<file path="config.mk">
export PLATFORM = sky130hd
export DESIGN_NAME = gpbc_ports
export DESIGN_NICKNAME = d
export VERILOG_FILES = /design/src/gpbc_pkg.sv /design/src/gpbc_ports.sv /design/src/gpbc_sync.sv
export SDC_FILE = /design/constraint.sdc
export NUM_CORES = 1
export LEC_CHECK = 0
export BUFFER_PORTS_ARGS = -buffer_cell sky130_fd_sc_hd__buf_2
export CORE_AREA = 2 2 99 101
export DETAILED_ROUTE_END_ITERATION = 16
export DIE_AREA = 0 0 101 103
export GPL_ROUTABILITY_DRIVEN = 1
export PLACE_DENSITY = 0.82
export SYNTH_ARGS = -nofsm -noshare
export SYNTH_HDL_FRONTEND = slang
export SYNTH_SLANG_ARGS = --single-unit
</file>
<file path="constraint.sdc">
create_clock -name mclk -period 5 [get_ports mclk]
set_clock_uncertainty 0.1 [all_clocks]
set_input_delay 0.25 -clock mclk [delete_from_list [all_inputs] [get_ports mclk]]
set_output_delay 0.25 -clock mclk [all_outputs]
set_load 0.02 [all_outputs]
</file>
<file path="src/gpbc_pkg.sv">
// shared constants for the port B / port C general-purpose I/O block
package gpbc_pkg;

  // ****************************************************************
  // widths
  // ****************************************************************
  localparam int unsigned PORT_W    = 8;
  localparam int unsigned ADDR_W    = 8;
  localparam int unsigned I2C_CHANS = 3;

  // ****************************************************************
  // register byte offsets
  // ****************************************************************
  localparam logic [7:0] OFS_PB_PIN = 8'h00;  // read pins, write shared direction
  localparam logic [7:0] OFS_PB_DIR = 8'h04;
  localparam logic [7:0] OFS_PB_OUT = 8'h08;
  localparam logic [7:0] OFS_PC_PIN = 8'h0c;  // read pins, write port C direction
  localparam logic [7:0] OFS_PC_OUT = 8'h10;

  // ****************************************************************
  // reset values
  // ****************************************************************
  localparam logic [7:0] RST_DIR    = 8'h00;
  localparam logic [7:0] RST_OUT    = 8'h00;
  localparam logic [7:0] RST_SHARED = 8'h00;
  localparam logic [7:0] RST_SYNC   = 8'h00;

  // ****************************************************************
  // bus encodings
  // ****************************************************************
  localparam logic        HRESP_OKAY = 1'b0;
  localparam logic [23:0] RD_PAD     = 24'h000000;

  typedef enum logic [0:0] {
    PH_IDLE  = 1'b0,
    PH_WRITE = 1'b1
  } gpbc_phase_t;

endpackage

</file>
<file path="src/gpbc_ports.sv">
// port B and port C general-purpose I/O with AHB-Lite register access
//
// Added by the designer: the AHB-Lite register port and the placing of the registers.

// How it works
// - port B pin levels readable, read-only
// - port B pin address writes shared direction
// - pin level reads follow pins after reset
// - port B direction 1 drives output latch
// - port B input n feeds event n+8
// - port C direction: 1 output, resets 0
// - port C direction address reads pins
// - port C output latch read/write, resets 0
// - port B direction: 1 output, resets 0
// - port B output latch read/write, resets 0
// - port C pin read, write sets direction
// - enabled I2C channel k owns port C pins 2k and 2k+1
module gpbc_ports (
  input  wire logic        mclk,
  input  wire logic        nrst,
  input  wire logic        ce,
  input  wire logic        hsel,
  input  wire logic [31:0] haddr,
  input  wire logic [1:0]  htrans,
  input  wire logic        hwrite,
  input  wire logic [2:0]  hsize,
  input  wire logic [31:0] hwdata,
  input  wire logic        hready,
  output logic             hreadyout,
  output logic             hresp,
  output logic      [31:0] hrdata,
  input  wire logic [7:0]  pbPinIn,
  output logic      [7:0]  pbPinOut,
  output logic      [7:0]  pbPinOe,
  input  wire logic [7:0]  eventCountEnable,
  output logic      [7:0]  eventInput,
  input  wire logic [7:0]  pcPinIn,
  output logic      [7:0]  pcPinOut,
  output logic      [7:0]  pcPinOe,
  input  wire logic [2:0]  i2cChannelEnable,
  input  wire logic [5:0]  i2cLineOut,
  input  wire logic [5:0]  i2cLineOe,
  output logic      [5:0]  i2cLineIn,
  output logic      [7:0]  sharedDirection
);

  // ****************************************************************
  // reset release
  // ****************************************************************
  logic [1:0] rstSync_q;
  logic       rstN;

  always_ff @(posedge mclk or negedge nrst) begin
    if (!nrst) begin
      rstSync_q <= 2'h0;
    end else begin
      rstSync_q <= {rstSync_q[0], 1'b1};
    end
  end

  assign rstN = rstSync_q[1];

  // ****************************************************************
  // pin synchronisers
  // ****************************************************************
  logic [7:0] pbLevel;
  logic [7:0] pcLevel;

  gpbc_sync #(.W(gpbc_pkg::PORT_W)) uPbSync (
    .mclk (mclk),
    .rstN (rstN),
    .ce   (ce),
    .d    (pbPinIn),
    .q    (pbLevel)
  );

  gpbc_sync #(.W(gpbc_pkg::PORT_W)) uPcSync (
    .mclk (mclk),
    .rstN (rstN),
    .ce   (ce),
    .d    (pcPinIn),
    .q    (pcLevel)
  );

  // ****************************************************************
  // AHB-Lite slave
  // ****************************************************************
  // zero wait states; a low clock enable stalls the bus instead of losing beats
  logic                  addrTake;
  logic                  commit;
  gpbc_pkg::gpbc_phase_t phase_q;
  logic [7:0]            dAddr_q;
  logic [7:0]            wrByte;
  logic [7:0]            aAddr;

  assign hreadyout = ce;
  assign hresp     = gpbc_pkg::HRESP_OKAY;
  assign addrTake  = ce && hready && hsel && htrans[1];
  assign commit    = ce && hready && (phase_q == gpbc_pkg::PH_WRITE);
  assign wrByte    = hwdata[7:0];
  assign aAddr     = haddr[7:0];

  always_ff @(posedge mclk or negedge rstN) begin
    if (!rstN) begin
      phase_q <= gpbc_pkg::PH_IDLE;
      dAddr_q <= 8'h00;
    end else if (ce && hready) begin
      phase_q <= (addrTake && hwrite) ? gpbc_pkg::PH_WRITE : gpbc_pkg::PH_IDLE;
      dAddr_q <= aAddr;
    end
  end

  // ****************************************************************
  // registers
  // ****************************************************************
  logic [7:0] pbDir_q;
  logic [7:0] pbOut_q;
  logic [7:0] pcDir_q;
  logic [7:0] pcOut_q;
  logic [7:0] shared_q;

  always_ff @(posedge mclk or negedge rstN) begin
    if (!rstN) begin
      shared_q <= gpbc_pkg::RST_SHARED;
    end else if (commit && dAddr_q == gpbc_pkg::OFS_PB_PIN) begin
      shared_q <= wrByte;
    end
  end

  always_ff @(posedge mclk or negedge rstN) begin
    if (!rstN) begin
      pbDir_q <= gpbc_pkg::RST_DIR;
    end else if (commit && dAddr_q == gpbc_pkg::OFS_PB_DIR) begin
      pbDir_q <= wrByte;
    end
  end

  always_ff @(posedge mclk or negedge rstN) begin
    if (!rstN) begin
      pbOut_q <= gpbc_pkg::RST_OUT;
    end else if (commit && dAddr_q == gpbc_pkg::OFS_PB_OUT) begin
      pbOut_q <= wrByte;
    end
  end

  always_ff @(posedge mclk or negedge rstN) begin
    if (!rstN) begin
      pcDir_q <= gpbc_pkg::RST_DIR;
    end else if (commit && dAddr_q == gpbc_pkg::OFS_PC_PIN) begin
      pcDir_q <= wrByte;
    end
  end

  always_ff @(posedge mclk or negedge rstN) begin
    if (!rstN) begin
      pcOut_q <= gpbc_pkg::RST_OUT;
    end else if (commit && dAddr_q == gpbc_pkg::OFS_PC_OUT) begin
      pcOut_q <= wrByte;
    end
  end

  assign sharedDirection = shared_q;

  // ****************************************************************
  // read data
  // ****************************************************************
  // a read right behind a write to the same latch sees the new value
  logic       fwd;
  logic [7:0] rdByte;

  assign fwd = commit && (dAddr_q == aAddr);

  always_comb begin
    case (aAddr)
      gpbc_pkg::OFS_PB_PIN: rdByte = pbLevel;
      gpbc_pkg::OFS_PB_OUT: rdByte = fwd ? wrByte : pbOut_q;
      gpbc_pkg::OFS_PC_PIN: rdByte = pcLevel;
      gpbc_pkg::OFS_PC_OUT: rdByte = fwd ? wrByte : pcOut_q;
      default:              rdByte = 8'h00;                       // direction is write-only
    endcase
  end

  always_ff @(posedge mclk or negedge rstN) begin
    if (!rstN) begin
      hrdata <= 32'h00000000;
    end else if (addrTake && !hwrite) begin
      hrdata <= {gpbc_pkg::RD_PAD, rdByte};
    end
  end

  // ****************************************************************
  // pin drive
  // ****************************************************************
  assign pbPinOe  = pbDir_q;
  assign pbPinOut = pbOut_q;
  // counter sees nothing from a pin software left as output
  assign eventInput = eventCountEnable & ~pbDir_q & pbLevel;

  logic [5:0] i2cOwn;

  for (genvar k = 0; k < gpbc_pkg::I2C_CHANS; k++) begin : gChan
    assign i2cOwn[2*k]   = i2cChannelEnable[k];
    assign i2cOwn[2*k+1] = i2cChannelEnable[k];
  end

  // I2C lines override direction while their channel is on
  assign pcPinOe  = {pcDir_q[7:6], (i2cOwn & i2cLineOe) | (~i2cOwn & pcDir_q[5:0])};
  assign pcPinOut = {pcOut_q[7:6], (i2cOwn & i2cLineOut) | (~i2cOwn & pcOut_q[5:0])};
  assign i2cLineIn = pcLevel[5:0];
endmodule

</file>
<file path="src/gpbc_sync.sv">
// two-flop synchroniser for a group of pin inputs
module gpbc_sync #(
  parameter int unsigned W = 8
) (
  input  wire logic         mclk,
  input  wire logic         rstN,
  input  wire logic         ce,
  input  wire logic [W-1:0] d,
  output logic      [W-1:0] q
);

  logic [W-1:0] meta_q;

  // only the second stage is ever read
  always_ff @(posedge mclk or negedge rstN) begin
    if (!rstN) begin
      meta_q <= W'(gpbc_pkg::RST_SYNC);
      q      <= W'(gpbc_pkg::RST_SYNC);
    end else if (ce) begin
      meta_q <= d;
      q      <= meta_q;
    end
  end

endmodule

</file>
==> flow_metrics.py <==
metrics = {
    "cts": {
        "cts_buffers": 9,
        "htreeDepth": 3,
        "cts.sinks": 91,
        "root_buffer": "clkbuf_8",
        "clk_pin_slew_ps": 80,
        "clock_latency_ps": 360,
        "clock_path_buffers": 2,
        "cts_tree": "done",
        "post_cts_buffers": 0,
    },
    "worst_setup_path": {
        "r2r-start": "dAddr_q[3]$_DFFE_PN0N_",
        "cp-end-kind": "register",
        "rrSetupSlack_ps": 2100,
        "worstPathArrival_ps": 3050,
        "critPathKind": "reg -> reg",
        "rr_endpoint": "hrdata[0]$_DFFE_PN0P_",
        "setup.worst_path.start_class": "register",
        "crit_required_ps": 5150,
        "cp_max_fo": 11,
        "r2r_cells": 6,
    },
    "finish": {
        "drive_gt1_share_pct": 50.8,
        "multi_input_area_sq_um": 2050,
        "regArea_sq_um": 2280,
        "syn_to_final_growth_pct": 16.2,
        "diodes": 0,
        "instances_no_fill": 602,
        "final_net_count": 597,
        "fill_cells": 786,
    },
    "synth": {
        "syn-cell-area_sq_um": 4590,
        "synth-async-reset-ratio_pct": 100,
        "synth_edf_count": 0,
        "synthCells": 372,
        "yosysSeqAreaShare_pct": 49.6,
        "synth_ff_type": "dfrtp_1",
        "synth_cell_types": 41,
        "yosys_warnings": 0,
        "synth.ff_latch_count": 91,
        "synth_area_per_cell_sq_um": 12.3,
    },
    "timing": {
        "final-max-slew-violation-count": 0,
        "setup_tns_ps": 0,
        "timing.fmax_mhz": 345,
        "final.min_clock_period_ps": 2900,
        "fin_crit_sh_pct": 57.9,
        "worstMarginPinSlew_ps": 1100,
        "grt_setup_unrepaired": "false",
        "setup_viol": 0,
        "slew_headroom_pct": 26.4,
        "hold_violations": 0,
    },
    "global_route": {
        "grt_overflow": 0,
        "grt_antenna_before_repair": 0,
        "grt_pass1_vias": 3072,
        "grt_max_degree": 90,
        "track_usage_pct": 19.9,
        "grt_pass1_wl_microns": 15700,
    },
    "detailed_routing": {
        "dr.pass1.iters": 4,
        "wl_microns": 10100,
        "drt_iter0_markers": 185,
        "drc": 0,
        "viasPerCell": 5.33,
        "post_drt_wl_per_cell_microns": 16.8,
        "ant_nets": 0,
        "via_count": 3211,
    },
    "placement": {
        "place_congestion": 0.890,
        "hpwl_microns": 7570,
        "dp.cells": 582,
        "portBuffers": 124,
    },
    "die": {
        "io_pins": 202,
        "rows": 36,
        "start_util_pct": 48.5,
        "core_area_sq_um": 9460,
        "die_h_microns": 103,
        "die_area_sq_um": 10400,
        "die_width_microns": 101,
    },
    "min_path": {
        "hold_end": "uPbSync.meta_q[7]$_DFFE_PN0P_",
        "hold_path_class": "in -> reg",
        "hp-start": "pbPinIn[7]",
        "hold-path-cell-count": 2,
    },
    "status": {
        "outcome": "completed",
    },
    "power_and_ir_drop": {
        "ir_drop_mv": 0.235,
        "p_leak_nw": 2.68,
        "power_density_nw_per_um2": 293,
    },
    "flow_run": {
        "cap_viol_max_count": 0,
    },
}
==> cell usage in the layout, fill, tap and decap left out, drive strengths merged, types with 2 or more instances in the layout <==
cell type    instances
nor2b                2
clkbuf              14
buf                124
or4                  2
a21oi                2
dlygate4sd3          4
xor2                 8
nand3b               2
conb                26
dfrtp               91
and4                 3
a22o                 9
nor3                 2
o21bai               2
nand3                4
a21boi               2
nor4                 3
nor2                15
o21ai                8
mux2i                5
and3b                3
nor3b                2
nand2               33
mux2                96
o211ai               6
a22oi               11
o221ai               2
==> where the power goes <==
group          internal, mW  switching, mW
registers             0.783         0.0542
logic                0.0988          0.124
clock network         0.259          0.246
==> worst max-delay path by stage <==
stage / from / endpoint / slack [ps] / cells past startpoint
after floorplan: rstSync_q[1]$_DFF_PN0_ / dAddr_q[0]$_DFFE_PN0N_ / 2180 / 0
after global placement: ce / hrdata[0]$_DFFE_PN0P_ / 2110 / 7
after detailed placement: ce / hrdata[0]$_DFFE_PN0P_ / 2020 / 7
after CTS: dAddr_q[3]$_DFFE_PN0N_ / hrdata[0]$_DFFE_PN0P_ / 2130 / 6
after global routing: dAddr_q[3]$_DFFE_PN0N_ / hrdata[0]$_DFFE_PN0P_ / 1990 / 6
final: dAddr_q[3]$_DFFE_PN0N_ / hrdata[0]$_DFFE_PN0P_ / 2100 / 6
==> registers in the layout, indices dropped and copies added, names as in the netlist <==
register         cells
pbPinOut             8
uPbSync.q            8
uPbSync.meta_q       8
hrdata               8
pcOut_q              8
phase_q              1
pcDir_q              8
uPcSync.meta_q       8
dAddr_q              8
sharedDirection      8
uPcSync.q            8
rstSync_q            2
pbPinOe              8
==> metal layers <==
| metal | share of wire, % | GRT usage, % | up-vias |
|---|---|---|---|
| li1 | - | - | 1504 |
| met1 | 42 | 25.2 | 1550 |
| met2 | 48 | 33.0 | 139 |
| met3 | 7.4 | 4.54 | 18 |
| met4 | 2.3 | 8.94 | 0 |
| met5 | 0 | 0 | - |
==> worst max-delay path, cell delays in order, from the launching register on <==
cell and delay [ps]:
dfrtp_1 460, xor2_1 200, nor3_1 770, and4_1 640, mux2i_1 260, o221ai_1 150
a22o_1 210
==> through the flow <==
stage	utilization [%]	total power [mW]	setup WS, ps	cell area [sq um]	hold WS, ps
2_1_floorplan	-	1.01	2180	4680	-146
3_3_place_gp	53.8	1.06	2110	5090	-65.0
3_5_place_dp	53.8	1.07	2020	5090	-64.6
4_1_cts	56.4	1.58	2130	5330	0.345
5_1_grt	56.4	1.63	1990	5330	8.76
6_report	56.4	1.56	2100	5330	21.5
==> logic make-up after synthesis <==
| kind of cell | count (synthesis) | synth area share (%) |
|---|---|---|
| and+or+nand+nor | 76 | 9.65 |
| AOI/OAI and AO/OA | 42 | 6.71 |
| buffers and inverters | 52 | 7.69 |
| muxes | 101 | 24.6 |
| other | 2 | 0.164 |
| xor gates and xnor gates | 8 | 1.53 |
| DFF | 91 | 49.6 |
==> cell type report <==
cell class | count | share of cell area (%)
clock buffer | 14 | 3.05
sequential | 91 | 42.8
multi-input combinational | 253 | 38.4
timing repair buffer | 128 | 12.4
clock inverter | 2 | 0.657
tap | 114 | 2.68
==> synth_stat cells (2+ instances only) <==
| cell | number | share of area, % |
|---|---|---|
| nand3b_2 | 2 | 0.49 |
| nand2_1 | 32 | 2.6 |
| mux2_2 | 96 | 24 |
| buf_4 | 37 | 6.1 |
| o21bai_1 | 2 | 0.33 |
| a21boi_0 | 2 | 0.33 |
| and4_1 | 3 | 0.57 |
| o21ai_0 | 8 | 0.87 |
| conb_1 | 2 | 0.16 |
| o211ai_1 | 6 | 0.98 |
| nor3b_1 | 2 | 0.33 |
| a22oi_1 | 11 | 1.8 |
| nor2_1 | 14 | 1.1 |
| and3b_1 | 3 | 0.57 |
| clkbuf_2 | 2 | 0.22 |
| o221ai_1 | 2 | 0.38 |
| or4_4 | 2 | 0.49 |
| nor4_4 | 2 | 0.93 |
| a22o_2 | 3 | 0.65 |
| nor2b_1 | 2 | 0.27 |
| nand3_1 | 3 | 0.33 |
| xor2_1 | 8 | 1.5 |
| a21oi_1 | 2 | 0.22 |
| a22o_1 | 6 | 1.1 |
| mux2i_1 | 5 | 1.1 |
| dfrtp_1 | 91 | 50 |
| buf_6 | 2 | 0.49 |
| clkbuf_1 | 9 | 0.74 |
==> what timing repair did <==
action,in CTS,in global routing
resized for setup,0,0
hold endpoints to repair,5,0
hold buffers,4,0
Note: power is estimated with default switching activity, not from simulation.
